===== config.mk =====
export PLATFORM = sky130hd
export DESIGN_NAME = bms_top
export DESIGN_NICKNAME = d
export VERILOG_FILES = /design/src/inc/bms_pkg.sv /design/src/hdl/bms_top.sv /design/src/hdl/bms_decode.sv
export VERILOG_INCLUDE_DIRS = /design/src /design/src/inc
export SDC_FILE = /design/constraint.sdc
export NUM_CORES = 1
export LEC_CHECK = 0
export ABC_CLOCK_PERIOD_IN_PS = 1600
export BUFFER_PORTS_ARGS = -buffer_cell sky130_fd_sc_hd__buf_2
export CAP_MARGIN = 15
export CORE_AREA = 5 5 42 44
export DETAILED_ROUTE_END_ITERATION = 8
export DIE_AREA = 0 0 47 49
export GPL_TIMING_DRIVEN = 0
export PLACE_DENSITY = 0.5
export SETUP_SLACK_MARGIN = 0.02
export SYNTH_ARGS = -nofsm -noshare
export SYNTH_HDL_FRONTEND = slang
export SYNTH_HIERARCHICAL = 1
export SYNTH_SLANG_ARGS = --single-unit

===== constraint.sdc =====
create_clock -name sys_clk -period 1.6 [get_ports sys_clk]
set_clock_uncertainty 0.1 [all_clocks]
set_input_delay 0.32 -clock sys_clk [delete_from_list [all_inputs] [get_ports sys_clk]]
set_output_delay 0.32 -clock sys_clk [all_outputs]
set_load 0.005 [all_outputs]

===== src/inc/bms_regs.svh =====
// constants for the boot mode select block
// assumes inclusion by the design files bms_top and bms_decode
`ifndef BMS_REGS_SVH
`define BMS_REGS_SVH
`define BMS_STRAP_MEM 2
`define BMS_STRAP_LINK 1
`define BMS_STRAP_SEL 0
`define BMS_SAMPLED_RST 1'h0
`define BMS_PIN_OE_RST 1'h0
`define BMS_PIN_O_RST 1'h1
`define BMS_TICK_RST 1'h0
`endif


===== src/inc/bms_pkg.sv =====
// types for the boot mode select block
// assumes bms_regs.svh is on the include path
package bms_pkg;
	typedef enum logic [2:0] {
		BMS_MODE_MEMORY = 3'h0,
		BMS_MODE_HOST = 3'h1,
		BMS_MODE_LINK = 3'h2,
		BMS_MODE_NONE = 3'h3,
		BMS_MODE_RESERVED = 3'h4
	} bms_mode_t;
	typedef struct packed {
		logic memory_boot_strap;
		logic link_boot_strap;
		logic boot_memory_select;
	} bms_straps_t;
	typedef struct packed {
		logic sel_o;
		logic sel_oe;
	} bms_pin_t;
endpackage


===== src/hdl/bms_top.sv =====
// boot mode select: samples the straps during reset and drives the boot select pin
// assumes one clock, synchronous active-high reset, straps tied by the board
// Functional notes
// - memory strap high and link strap low selects 8-bit memory boot with the select pin as chip select.
// - both straps low with select input high selects host boot.
// - memory strap low, link strap high and select input high selects link port boot.
// - both straps low with select input low means no boot and run from external memory.
// - the select pin is three-stated in every mode except memory boot mode, where it is an output while this end owns the bus.
// - only the current bus owner drives the select pin; others leave it undriven.
// - one instruction cycle per clock period with no multiplication or division.
// - with the memory strap low, the mode comes from link strap and select input together.
`timescale 1ns/100ps
`default_nettype none
`include "bms_regs.svh"
module bms_top (
	input wire logic sys_clk,
	input wire logic rst,
	input wire logic memory_boot_strap,
	input wire logic link_boot_strap,
	input wire logic boot_memory_select_i,
	input wire logic bus_owner,
	input wire logic boot_cs_active,
	output logic boot_memory_select_o,
	output logic boot_memory_select_oe,
	output var bms_pkg::bms_mode_t boot_mode,
	output logic mode_valid,
	output logic mode_reserved,
	output logic instr_tick
);
	bms_pkg::bms_straps_t straps;
	bms_pkg::bms_mode_t decoded;
	bms_pkg::bms_pin_t next_pin;
	assign straps = '{memory_boot_strap: memory_boot_strap,
		link_boot_strap: link_boot_strap,
		boot_memory_select: boot_memory_select_i};

	bms_decode u_decode (
		.straps(straps),
		.mode(decoded)
	);

	// capture straps while reset is held; frozen afterwards
	always_ff @(posedge sys_clk) begin
		if (rst) begin
			boot_mode <= decoded;
		end
	end

	always_ff @(posedge sys_clk) begin
		if (rst) begin
			mode_valid <= `BMS_SAMPLED_RST;
		end else begin
			mode_valid <= 1'h1;
		end
	end

	always_ff @(posedge sys_clk) begin
		if (rst) begin
			mode_reserved <= (decoded == bms_pkg::BMS_MODE_RESERVED);
		end
	end

	// pin drives only in memory boot mode, and only when this end owns the bus
	always_comb begin
		next_pin.sel_oe = (boot_mode == bms_pkg::BMS_MODE_MEMORY)
			&& bus_owner;
		// chip select stays high whenever this end is not the owner
		next_pin.sel_o = ~(boot_cs_active && bus_owner);
	end

	always_ff @(posedge sys_clk) begin
		if (rst) begin
			boot_memory_select_oe <= `BMS_PIN_OE_RST;
			boot_memory_select_o <= `BMS_PIN_O_RST;
		end else begin
			boot_memory_select_oe <= next_pin.sel_oe;
			boot_memory_select_o <= next_pin.sel_o;
		end
	end

	// one instruction slot per clock, no division
	always_ff @(posedge sys_clk) begin
		if (rst) begin
			instr_tick <= `BMS_TICK_RST;
		end else begin
			instr_tick <= 1'h1;
		end
	end

	property p_mode_hold;
		@(posedge sys_clk) disable iff (rst)
		mode_valid |-> $stable(boot_mode);
	endproperty
	a_mode_hold: assert property (p_mode_hold) else $error("mode changed after reset");

	property p_oe_mem_only;
		@(posedge sys_clk) disable iff (rst)
		boot_memory_select_oe |-> boot_mode == bms_pkg::BMS_MODE_MEMORY;
	endproperty
	a_oe_mem_only: assert property (p_oe_mem_only) else $error("pin driven outside memory boot");

	property p_owner;
		@(posedge sys_clk) disable iff (rst)
		mode_valid && !$past(bus_owner) |-> !boot_memory_select_oe;
	endproperty
	a_owner: assert property (p_owner) else $error("pin driven by non owner");

	property p_oe_follows;
		@(posedge sys_clk) disable iff (rst)
		mode_valid && boot_mode == bms_pkg::BMS_MODE_MEMORY && bus_owner
			|=> boot_memory_select_oe;
	endproperty
	a_oe_follows: assert property (p_oe_follows) else $error("owner in memory mode not driving");

	property p_cs;
		@(posedge sys_clk) disable iff (rst)
		boot_cs_active && bus_owner |=> !boot_memory_select_o;
	endproperty
	a_cs: assert property (p_cs) else $error("chip select not asserted");

	property p_host;
		@(posedge sys_clk)
		rst && !memory_boot_strap && !link_boot_strap && boot_memory_select_i
			|=> boot_mode == bms_pkg::BMS_MODE_HOST;
	endproperty
	a_host: assert property (p_host) else $error("host mode not decoded");

	property p_link;
		@(posedge sys_clk)
		rst && !memory_boot_strap && link_boot_strap && boot_memory_select_i
			|=> boot_mode == bms_pkg::BMS_MODE_LINK;
	endproperty
	a_link: assert property (p_link) else $error("link mode not decoded");

	property p_none;
		@(posedge sys_clk)
		rst && !memory_boot_strap && !link_boot_strap && !boot_memory_select_i
			|=> boot_mode == bms_pkg::BMS_MODE_NONE;
	endproperty
	a_none: assert property (p_none) else $error("no boot mode not decoded");

	property p_tick;
		@(posedge sys_clk) disable iff (rst)
		mode_valid |-> instr_tick [*2];
	endproperty
	a_tick: assert property (p_tick) else $error("instruction tick missing");

	property p_rst_outputs;
		@(posedge sys_clk)
		rst |=> !boot_memory_select_oe && boot_memory_select_o
			&& !mode_valid && !instr_tick;
	endproperty
	a_rst_outputs: assert property (p_rst_outputs) else $error("outputs not at reset values");

	property p_mem_decode;
		@(posedge sys_clk)
		rst && memory_boot_strap && !link_boot_strap
			|=> boot_mode == bms_pkg::BMS_MODE_MEMORY;
	endproperty
	a_mem_decode: assert property (p_mem_decode) else $error("memory boot not decoded");

	property p_rsv_both;
		@(posedge sys_clk)
		rst && memory_boot_strap && link_boot_strap
			|=> boot_mode == bms_pkg::BMS_MODE_RESERVED && mode_reserved;
	endproperty
	a_rsv_both: assert property (p_rsv_both) else $error("both straps high not flagged");

	property p_rsv_link;
		@(posedge sys_clk)
		rst && !memory_boot_strap && link_boot_strap && !boot_memory_select_i
			|=> boot_mode == bms_pkg::BMS_MODE_RESERVED && mode_reserved;
	endproperty
	a_rsv_link: assert property (p_rsv_link) else $error("link with select low not flagged");

	property p_valid;
		@(posedge sys_clk)
		!rst |=> mode_valid && instr_tick;
	endproperty
	a_valid: assert property (p_valid) else $error("mode valid missing out of reset");

	property p_rsv_flag;
		@(posedge sys_clk) disable iff (rst)
		mode_valid |-> mode_reserved == (boot_mode == bms_pkg::BMS_MODE_RESERVED);
	endproperty
	a_rsv_flag: assert property (p_rsv_flag) else $error("reserved flag disagrees with mode");

	property p_rsv_hold;
		@(posedge sys_clk) disable iff (rst)
		mode_valid |-> $stable(mode_reserved);
	endproperty
	a_rsv_hold: assert property (p_rsv_hold) else $error("reserved flag changed after reset");

	property p_oe_clear;
		@(posedge sys_clk) disable iff (rst)
		!bus_owner |=> !boot_memory_select_oe;
	endproperty
	a_oe_clear: assert property (p_oe_clear) else $error("pin driven after bus loss");

	property p_cs_idle;
		@(posedge sys_clk) disable iff (rst)
		!(boot_cs_active && bus_owner) |=> boot_memory_select_o;
	endproperty
	a_cs_idle: assert property (p_cs_idle) else $error("chip select low while idle");

	property p_mem_drive;
		@(posedge sys_clk) disable iff (rst)
		mode_valid && boot_mode == bms_pkg::BMS_MODE_MEMORY && bus_owner && boot_cs_active
			|=> boot_memory_select_oe && !boot_memory_select_o;
	endproperty
	a_mem_drive: assert property (p_mem_drive) else $error("boot memory not selected");

	c_mem: cover property (@(posedge sys_clk) boot_memory_select_oe && !boot_memory_select_o);
	c_link: cover property (@(posedge sys_clk) mode_valid && boot_mode == bms_pkg::BMS_MODE_LINK);
	c_host: cover property (@(posedge sys_clk) mode_valid && boot_mode == bms_pkg::BMS_MODE_HOST);
	c_rsv: cover property (@(posedge sys_clk) mode_valid && mode_reserved);
	c_none: cover property (@(posedge sys_clk) mode_valid && boot_mode == bms_pkg::BMS_MODE_NONE);
endmodule
`default_nettype wire


===== src/hdl/bms_decode.sv =====
// strap decoder: combinational mapping of straps to a boot mode
// assumes straps are sampled by the caller
`timescale 1ns/100ps
`default_nettype none
`include "bms_regs.svh"
module bms_decode (
	input wire bms_pkg::bms_straps_t straps,
	output var bms_pkg::bms_mode_t mode
);
	always_comb begin
		if (straps.memory_boot_strap) begin
			// link strap high with memory strap high is reserved
			mode = straps.link_boot_strap ? bms_pkg::BMS_MODE_RESERVED
				: bms_pkg::BMS_MODE_MEMORY;
		end else begin
			unique case ({straps.link_boot_strap, straps.boot_memory_select})
				2'h1: mode = bms_pkg::BMS_MODE_HOST;
				2'h3: mode = bms_pkg::BMS_MODE_LINK;
				2'h0: mode = bms_pkg::BMS_MODE_NONE;
				default: mode = bms_pkg::BMS_MODE_RESERVED;
			endcase
		end
	end
endmodule
`default_nettype wire


# After elaboration in Yosys (flattened, before gate mapping)
# Cells that the tools add are included.
[totals] regBits=7 inputBits=7 output_inout_bits=8 elab_cells=17
[classes] n_eq_ne=3 muxes=4 bitwise=1 n_reduce_logical=4
[ops] cell="$pmux 3 s3" n=1
[ops] cell="$mux 3" n=2
[ops] cell="$eq 3x3->1 const B" n=1
[ops] cell="$logic_not 3->1" n=1
[ops] cell="$eq 2x1->1 const B" n=1
[ops] cell="$eq 2x2->1 const B" n=1
[ops] cell="$logic_and 1x1->1" n=2
[ops] cell="$logic_not 2->1" n=1
[ops] cell="$mux 1" n=1
[ops] cell="$not 1->1" n=1

# Depth between registers and ports, before layout
# Gate-level depths: netlist (run 1).
[depth] depth_word=4 mapped_depth=4 depth_no_buf=4

# By module
# The synthesis (run 1) kept the hierarchy.
[by_module_without_submodules] mod="bms_top" n_inst=1 cells_each=13 area_each_um2=215.2 seq_area_each_um2=180.2
[by_module_without_submodules] mod="bms_decode" n_inst=1 cells_each=5 area_each_um2=43.8 seq_area_each_um2=0.0

# Worst setup path before layout (run 1)
# OpenSTA, ideal clock, no wires.
[synth_path] path_kind="input to register" startpoint="in boot_memory_select_i" endpoint="reg mode_reserved (data pin)" setup_ps=256 arrival_time_ps=900 required_time_ps=1244 setup_slack_ps=344 stages=4 path_buffers=0 cell_sequence="inv_1 > ha_1 > mux2_4 > nor3b_1"
[synth_between] elab_chain_len=4 elab_cells_between_ends=6 classes_between="eq/ne (3); mux (2); reduce/logical (1)"
[synth_lines] item="start, declared" line_no="bms_top.sv:20" source="input wire logic boot_memory_select_i,"
[synth_lines] item="$eq 2x2->1, or another cell as far along" line_no="bms_decode.sv:16" source="unique case ({straps.link_boot_strap, straps.boot_memory_select})"
[synth_lines] item="$pmux 3 s3 (*)" line_no="bms_decode.sv:16"
[synth_lines] item="$mux 3 (*)" line_no="bms_decode.sv:11" source="if (straps.memory_boot_strap) begin"
[synth_lines] item="named net decoded[2]" line_no="bms_top.sv:31" source="bms_pkg::bms_mode_t decoded;"
[synth_lines] item="$eq 3x3->1 (*)" line_no="bms_top.sv:59" source="mode_reserved <= (decoded == bms_pkg::BMS_MODE_RESERVED);"
[synth_lines] item="end signal, assigned" line_no="bms_top.sv:59"
[synth_lines] item="end, declared" line_no="bms_top.sv:27" source="output logic mode_reserved,"
# The timed path passes the listed nets; every way through them passes the cells marked *.
# A chain may end at the register's enable or synchronous reset.

# Final worst setup path (run 1)
[layout_path] startpoint="reg boot_mode[2]" endpoint="out boot_mode[2]"
[layout_lines] item="start, declared" line_no="bms_top.sv:25" source="output var bms_pkg::bms_mode_t boot_mode,"
[layout_lines] item="start signal, assigned" line_no="bms_top.sv:45" source="boot_mode <= decoded;"
# No word-level cell between the ends.

==> out/qor.yml, run 1 <==
route:
  ant_nets: 0
  drt_first_pass_iters: 1
  vias: 195
  via_per_inst: 3.750
  drt-total-wl_um: 471
  drt_iter0_markers: 0
  drc: 0
  wl_per_cell_um: 9.058
setup_path:
  rrSetupSlack_ns: 0.71
  path_cells: "buf_2"
  critPathCapture: "boot_mode[2]"
  critPathMaxStageDelay_ns: 0.38
  path_buf_inv: 1
  end_kind: "output port"
  rr_startpoint: "boot_mode[1]"
  crit_start: "boot_mode[2]"
  crit_arrival_ns: 0.78
  path_depth: 1
  cp_slowest_cell: "edfxtp_1"
  reg2reg_depth: 2
  worstSetupPathType: "register to output port"
  path_max_fanout: 2
  crit_required_ns: 1.18
  critPathLaunchType: "register"
  regToRegEndpoint: "boot_memory_select_oe"
  critical_path.top_delay_family: "flip-flops"
floorplan:
  rows: 14
  die_x_um: 47
  dieArea_um2: 2303
  initial_core_util_pct: 18.48
  core_area_um2: 1401
  die_h_um: 49
  io_pins: 15
cells_and_area:
  diodes: 0
  area_growth_syn_to_layout_pct: 45.41
  layout.nets: 45
  drive_above_1_share_pct: 58.33
  final_common_cell: "buf_2"
  final_cell_mix: "buf_2, edfxtp_1, dfxtp_1, clkbuf_4, inv_1"
  nFillCells: 157
  utilization_pct: 26.88
cts:
  cts.path.max_buffers: 2
  cts_hold_buf: 0
  cts_resized: 0
  clk_pin_slew_worst_paths_ns: 0.06
  cts_buffers: 3
  htreeDepth: 1
  clock-sinks: 7
  post_cts_buffers: 0
  clock_latency_ns: 0.25
  cts_tree: "yes"
  cts_root_buffer: "clkbuf_4"
timing:
  finalCriticalPeriod_ns: 1.195
  setup_tns_ns: 0
  worst_pin_slew_ns: 0.1595
  slew-limit-headroom_pct: 89.35
  setup_violations: 0
  post-route-period-util_pct: 74.71
  hold_violations: 0
  fmax_ghz: 0.8365
  rsz0062_at_grt: "no"
  slew_violations: 0
hold_path:
  hold_path_class: "input pin to register"
yosys:
  yosysSeqAreaShare_pct: 69.57
  synth_cell_types: 12
  synth_seq_cells: 7
  syn-cell-area_um2: 259.0
  avgSynthCellArea_um2: 14.39
  netlist_instances: 18
  syn-num-nets: 26
  yosys_warnings: 6
global_route:
  grt_pass1_wl_um: 738
  grt_max_degree: 6
  grt_overflow: 0
  grtUsageTotal_pct: 5.025
  antenna_found_initial: 0
  grt_pass1_vias: 203
status:
  status: "completed"
place:
  globalplace.congestion: 0.6473
  io_buffer_count: 14
job:
  cap_violations: 0
pwr:
  ir_worst_vdd_mv: 0.2849
  p_leak_nw: 0.1845
  power_density_nw_per_um2: 1075
## how the worst min path moves through the flow
| stage | slack (ns) | start | endpoint | cells past startpoint |
|---|---|---|---|---|
| global placement | 0.41 | bus_owner | boot_memory_select_o | 2 |
| finish | 0.15 | bus_owner | boot_memory_select_o | 2 |
| detailed placement | 0.41 | bus_owner | boot_memory_select_o | 2 |
| floorplan | 0.29 | bus_owner | boot_memory_select_o | 1 |
| CTS | 0.14 | bus_owner | boot_memory_select_o | 2 |
| global route | 0.14 | bus_owner | boot_memory_select_o | 2 |
## where the power goes
part           leakage (nW)  internal, W  switching [W]
clock                0.0177    0.0000912      0.0000645
combinational         0.103    0.0000233      0.0000174
sequential           0.0634     0.000204     0.00000435
## cells in the mapped netlist (all sizes together)
cell	n	area, µm²
dfxtp	3	60.06
nor3	1	5.000
nand3	1	5.000
inv	2	7.510
nor2	1	3.750
ha	1	12.51
edfxtp	4	120.1
and2b	1	8.760
and3	1	6.260
mux2	1	15.01
buf	1	7.510
nor3b	1	7.510
## flip-flops by register name, indices dropped and copies added, names as in the netlist
register and count:
boot_memory_select_o 1, boot_memory_select_oe 1, boot_mode 3, instr_tick 1, mode_reserved 1
## final cells by class
| class | instances | area, µm² | share of cell area, % |
|---|---|---|---|
| Sequential cell | 7 | 180.2 | 47.84 |
| Timing Repair Buffer | 14 | 70.07 | 18.60 |
| Multi-Input combinational cell | 8 | 63.81 | 16.94 |
| Clock buffer | 3 | 22.52 | 5.980 |
| Tap cell | 16 | 20.02 | 5.316 |
| Buffer | 1 | 7.507 | 1.993 |
| Inverter | 2 | 7.507 | 1.993 |
| Clock inverter | 1 | 5.005 | 1.329 |
## per-stage QoR
stage	cells	worst slack (ns)	total power [W]	area (µm²)	hold slack [ns]
finish	52	0.4046	0.0004049	376.6	0.1528
CTS	52	0.3812	0.0004135	376.6	0.1440
global placement	48	0.2225	0.0002542	349.1	0.4094
detailed placement	48	0.2293	0.0002545	349.1	0.4095
floorplan	18	0.3439	0.0002285	259.0	0.2918
global route	52	0.3424	0.0004360	376.6	0.1380
## per-layer routing
layer	vias up	share of wire [%]	GRT usage [%]
met1	81	40	4.241
met3	0	22	5.904
met2	15	37	6.109
met4	0	0	4.147
met5	-	0	0
li1	99	-	-
## logic make-up after synthesis
kind of cell	synth area share (%)
multiplexers	5.795
buffers and inverters	5.799
flip-flops	69.57
AND/OR/NAND/NOR	14.01
adder cells (fa/ha/maj)	4.830
Power figures use the tool's default switching activity.
==> inputs of run 2 (changes only) <==
Settings changed: ABC_CLOCK_PERIOD_IN_PS 1600 to 1160.
Clock period 1.6 ns to 1.16 ns, I/O delays scaled along.
==> run 2 against run 1 <==
Effect of this change:
- first-iteration DRC count up 1
- non-clock buffer count unchanged
- via count up 5.1%
- final area up 7.0%
- critical endpoint unchanged
- largest cell class unchanged
==> out/qor.yml, run 2 (synthesis results as in run 1) <==
floorplan:
  initial_core_util_pct: 18.48
  die_h_um: 49
  core_area_um2: 1401
  dieArea_um2: 2303
  rows: 14
  io_pins: 15
  die_x_um: 47
pwr:
  comb_power_share_pct: 11.6
  p_seq_share_pct: 50.1
  p_sw_w: 0.0001247
  switching_share_pct: 21.64
  total_power_w: 0.0005762
  ir_worst_vdd_mv: 0.6209
  clock_power_share_pct: 38.3
  p_int_w: 0.0004515
  power_density_nw_per_um2: 1430
  p_leak_nw: 0.1857
cts:
  cts_tree: "yes"
  cts_buffers: 3
  htreeDepth: 1
  clk_pin_slew_worst_paths_ns: 0.05
  cts_root_buffer: "clkbuf_4"
  clock-sinks: 7
  clock_latency_ns: 0.25
  cts.path.max_buffers: 2
cells_and_area:
  regMostFlops: "boot_mode"
  final_cell_mix: "buf_2, edfxtp_1, clkbuf_4"
  drive_above_1_share_pct: 66.67
  layout.nets: 45
  fin_cells: 52
  fin_area_um2: 402.9
  utilization_pct: 28.75
  seq_area_um2: 181.4
  final_common_cell: "buf_2"
  nFillCells: 157
  multiInputGateArea_um2: 81.33
  largest_reg_flops: 3
  area_growth_syn_to_layout_pct: 55.56
  diodes: 0
timing:
  setup_violations: 0
  slew-limit-headroom_pct: 89.03
  worst_pin_slew_ns: 0.1640
  slew_violations: 0
  post-route-period-util_pct: 94.98
  rsz0062_at_grt: "yes"
  whs_ns: 0.07481
  hold_violations: 0
  fmax_ghz: 0.9077
  finalCriticalPeriod_ns: 1.102
job:
  cap_violations: 0
route:
  wl_per_cell_um: 10.02
  ant_nets: 0
  drt_iter0_markers: 1
  via_per_inst: 3.942
  vias: 205
  drt_first_pass_iters: 2
  drt-total-wl_um: 521
  drc: 0
status:
  status: "completed"
setup_path:
  critPathLaunchType: "register"
  critPathMaxStageDelay_ns: 0.38
  worstSetupPathType: "register to output port"
  critical_path.top_delay_family: "flip-flops"
  path_buf_inv: 1
  path_max_fanout: 2
  crit_required_ns: 0.83
  crit_arrival_ns: 0.77
  path_cells: "buf_2"
  cp_slowest_cell: "edfxtp_1"
  end_kind: "output port"
global_route:
  grt_max_degree: 6
  grt_pass1_wl_um: 855
  antenna_found_initial: 0
  grt_pass1_vias: 222
  grtUsageTotal_pct: 5.811
  grt_overflow: 0
hold_path:
  hold_path_class: "input pin to register"
place:
  globalplace.congestion: 0.6660
  dp.cells: 48
  io_buffer_count: 14
  dpl-instance-area_um2: 369.1
## run 2: changes by cell type in the layout (fill, tap and decap cells not counted)
cell and change:
clkinv_2 -1, nor3b_1 -1, buf_2 -1, buf_6 +1
inv_1 -1, ha_1 -1, dfxtp_2 +1, nor3b_2 +1
ha_4 +1, inv_4 +1, dfxtp_1 -1, clkbuf_1 +1
## run 2: power groups by stage
| stage | registers [W] | clock network (W) | logic (W) |
|---|---|---|---|
| after floorplan | 0.000296 | 0 | 0.0000234 |
| after global placement | 0.000294 | 0 | 0.0000635 |
| after detailed placement | 0.000294 | 0 | 0.0000651 |
| after CTS | 0.000289 | 0.000236 | 0.0000653 |
| after global routing | 0.000290 | 0.000252 | 0.0000756 |
| final | 0.000289 | 0.000221 | 0.0000666 |
## run 2: worst paths after layout
| path | startpoint | endpoint | slack (ns) | cells past startpoint |
|---|---|---|---|---|
| min reg2reg | boot_mode[2] | boot_memory_select_oe | 0.50 | 2 |
| min | bus_owner | boot_memory_select_o | 0.07 | 2 |
| max reg2reg | boot_mode[0] | boot_memory_select_oe | 0.19 | 3 |
| max | boot_mode[2] | boot_mode[2] | 0.06 | 1 |
## run 2: layout make-up
cell class	instances	area share (%)
timing repair buffer	15	20.81
multi-input combinational	8	20.19
clock buffer	4	6.522
inverter	2	2.484
tap	16	4.969
sequential	7	45.03
## run 2: what timing repair did
action | in CTS | in global routing
gates resized for setup | 0 | 2
setup buffers | 0 | 1
hold buffers | 0 | 0
endpoints found under the setup margin | 0 | 3
## run 2: stage by stage
step,setup WS [ns],TNS [ns]
detailed placement,-0.1288,-0.1288
global placement,-0.1237,-0.1237
finish,0.05827,0
CTS,0.02635,0
global route,-0.009507,-0.009507
floorplan,0.02711,0
## run 2: per-layer routing
| layer | vias to the layer above | track usage, % | wire [µm] |
|---|---|---|---|
| met3 | 0 | 7.749 | 134 |
| met4 | 0 | 2.765 | 0 |
| met5 | - | 0 | 0 |
| li1 | 96 | - | - |
| met2 | 18 | 7.014 | 192 |
| met1 | 91 | 5.381 | 194 |
==> inputs of run 3 (changes only) <==
Settings changed: ABC_CLOCK_PERIOD_IN_PS 1160 to 950, CORE_AREA 5 5 42 44 to 2 2 39 41, DIE_AREA 0 0 47 49 to 0 0 41 43, PLACE_DENSITY 0.5 to 0.51, RECOVER_POWER set to 25.
Clock period 1.16 ns to 0.95 ns, I/O delays scaled along.
==> run 3 against run 2 <==
Effect of this change:
- non-clock buffer count rose by 1
- final area rose by 11%
- global-route usage up 1.4 points
- final cell count grew 1.9%
- power increased by 25%
- largest cell class unchanged
- sequential share of layout area is 4.4 points lower
- utilization up 3.7 points
- combinational power rose by 48%
- clock power rose by 20%
- largest power group unchanged
- hold slack lost 0.037 ns
- the run now ends with negative setup slack left
- wire length decreased by 10%
- sequential cell count is the same
==> out/qor.yml, run 3 (synthesis results as in run 1) <==
status:
  status: "complete, but fails checks"
  violations: "negative setup slack"
route:
  drt_first_pass_iters: 2
  wl_per_cell_um: 8.830
  drt-total-wl_um: 468
  drc: 0
  vias: 210
  drt_iter0_markers: 1
  via_per_inst: 3.962
  ant_nets: 0
pwr:
  power_density_nw_per_um2: 1597
  p_int_w: 0.0005604
  total_power_w: 0.0007174
  switching_share_pct: 21.89
  clock_power_share_pct: 37.0
  p_leak_nw: 0.2039
  comb_power_share_pct: 13.8
  ir_worst_vdd_mv: 0.3535
  p_seq_share_pct: 49.3
  p_sw_w: 0.0001570
cts:
  htreeDepth: 1
  clock_latency_ns: 0.25
  clock-sinks: 7
  cts_buffers: 3
  cts.path.max_buffers: 2
  cts_root_buffer: "clkbuf_4"
  clk_pin_slew_worst_paths_ns: 0.05
  cts_tree: "yes"
job:
  cap_violations: 0
setup_path:
  regToRegEndpoint: "boot_memory_select_oe"
  critical_path.top_delay_family: "flip-flops"
  critPathLaunchType: "register"
  crit_arrival_ns: 0.78
  worstSetupPathType: "register to output port"
  rr_startpoint: "boot_mode[1]"
  path_max_fanout: 2
  cp_slowest_cell: "edfxtp_1"
  reg2reg_depth: 3
  path_cells: "buf_2"
  crit_required_ns: 0.66
  path_buf_inv: 1
  rrSetupSlack_ns: -0.04
  end_kind: "output port"
  critPathMaxStageDelay_ns: 0.38
global_route:
  grt_overflow: 0
  antenna_found_initial: 0
  grtUsageTotal_pct: 7.179
  grt_pass1_vias: 208
  grt_pass1_wl_um: 717
  grt_max_degree: 6
hold_path:
  worstHoldPathCells: 2
  whs_endpoint: "boot_memory_select_o"
  hold_path_class: "input pin to register"
  hold_path.startpoint: "bus_owner"
timing:
  fin_ws_ns: -0.1166
  post-route-period-util_pct: 112.3
  whs_ns: 0.03809
  setup_violations: 8
  slew_violations: 0
  finalCriticalPeriod_ns: 1.067
  hold_violations: 0
  slew-limit-headroom_pct: 83.41
  worst_pin_slew_ns: 0.2488
  rsz0062_at_grt: "yes"
  fmax_ghz: 0.9375
floorplan:
  initial_core_util_pct: 18.72
  io_pins: 15
  dieArea_um2: 1763
  core_area_um2: 1384
  rows: 14
  die_h_um: 43
  die_x_um: 41
cells_and_area:
  utilization_pct: 32.46
  area_growth_syn_to_layout_pct: 73.43
  nFillCells: 140
  diodes: 0
  final_cell_mix: "buf_2, buf_6, edfxtp_1"
  largest_reg_flops: 3
  final_common_cell: "buf_2"
  layout.nets: 46
  drive_above_1_share_pct: 70.27
  regMostFlops: "boot_mode"
place:
  io_buffer_count: 14
  globalplace.congestion: 0.5857
  dp_hpwl_um: 382.9
==> run 3: cell count changes in the layout (fill, tap and decap cells not counted) <==
cell	delta
buf_2	-5
buf_6	+4
buf_8	+1
clkinv_2	+1
dfxtp_1	-1
dfxtp_2	+1
inv_4	-1
inv_8	+1
==> run 3: metrics by stage <==
stage / std cells / TNS, ns / worst slack (ns) / instance area [µm²]
4_1_cts: 53 / -0.7051 / -0.1342 / 436.7
3_5_place_dp: 48 / -0.6377 / -0.3141 / 374.1
5_1_grt: 53 / -1.016 / -0.1776 / 449.2
2_1_floorplan: 18 / -0.1363 / -0.1363 / 284.0
3_3_place_gp: 48 / -0.6271 / -0.3109 / 374.1
6_report: 53 / -0.5848 / -0.1166 / 449.2
==> run 3: area by class of cell <==
| type | count | area (µm²) | area share (%) |
|---|---|---|---|
| buffer | 1 | 11.26 | 2.507 |
| tap | 16 | 20.02 | 4.457 |
| clock inverter | 1 | 5.005 | 1.114 |
| timing repair buffer | 15 | 111.4 | 24.79 |
| multi-input combinational | 8 | 81.33 | 18.11 |
| inverter | 2 | 15.01 | 3.343 |
| sequential | 7 | 182.7 | 40.67 |
| clock buffer | 3 | 22.52 | 5.014 |
==> run 3: layer usage <==
layer | GRT usage [%] | vias to the layer above | wire length, µm
met5 | 0 | - | 0
met4 | 10.00 | 0 | 15
met3 | 4.712 | 2 | 86
met2 | 10.00 | 17 | 207
met1 | 4.934 | 92 | 158
li1 | - | 99 | -
==> run 3: repair_timing <==
item	in CTS	in global routing
hold buffers	0	0
setup endpoints to repair	9	10
resized for setup	8	3
pin swaps	1	0
buffers inserted	1	0
==> run 3: power groups by stage <==
stage | registers [W] | logic [W] | clock network (W)
after floorplan | 0.000361 | 0.0000296 | 0
after global placement | 0.000358 | 0.0000793 | 0
after detailed placement | 0.000358 | 0.0000800 | 0
after CTS | 0.000352 | 0.0000967 | 0.000283
after global routing | 0.000357 | 0.000110 | 0.000300
final | 0.000353 | 0.0000989 | 0.000265
==> run 3: worst max path at each step <==
stage	end	cells after the start	start	slack (ns)
after floorplan	mode_reserved	4	boot_memory_select_i	-0.14
after global placement	mode_reserved	5	boot_memory_select_i	-0.31
after detailed placement	mode_reserved	5	boot_memory_select_i	-0.31
after CTS	boot_mode[0]	1	boot_mode[0]	-0.13
after global routing	boot_mode[1]	1	boot_mode[1]	-0.18
final	boot_mode[1]	1	boot_mode[1]	-0.12
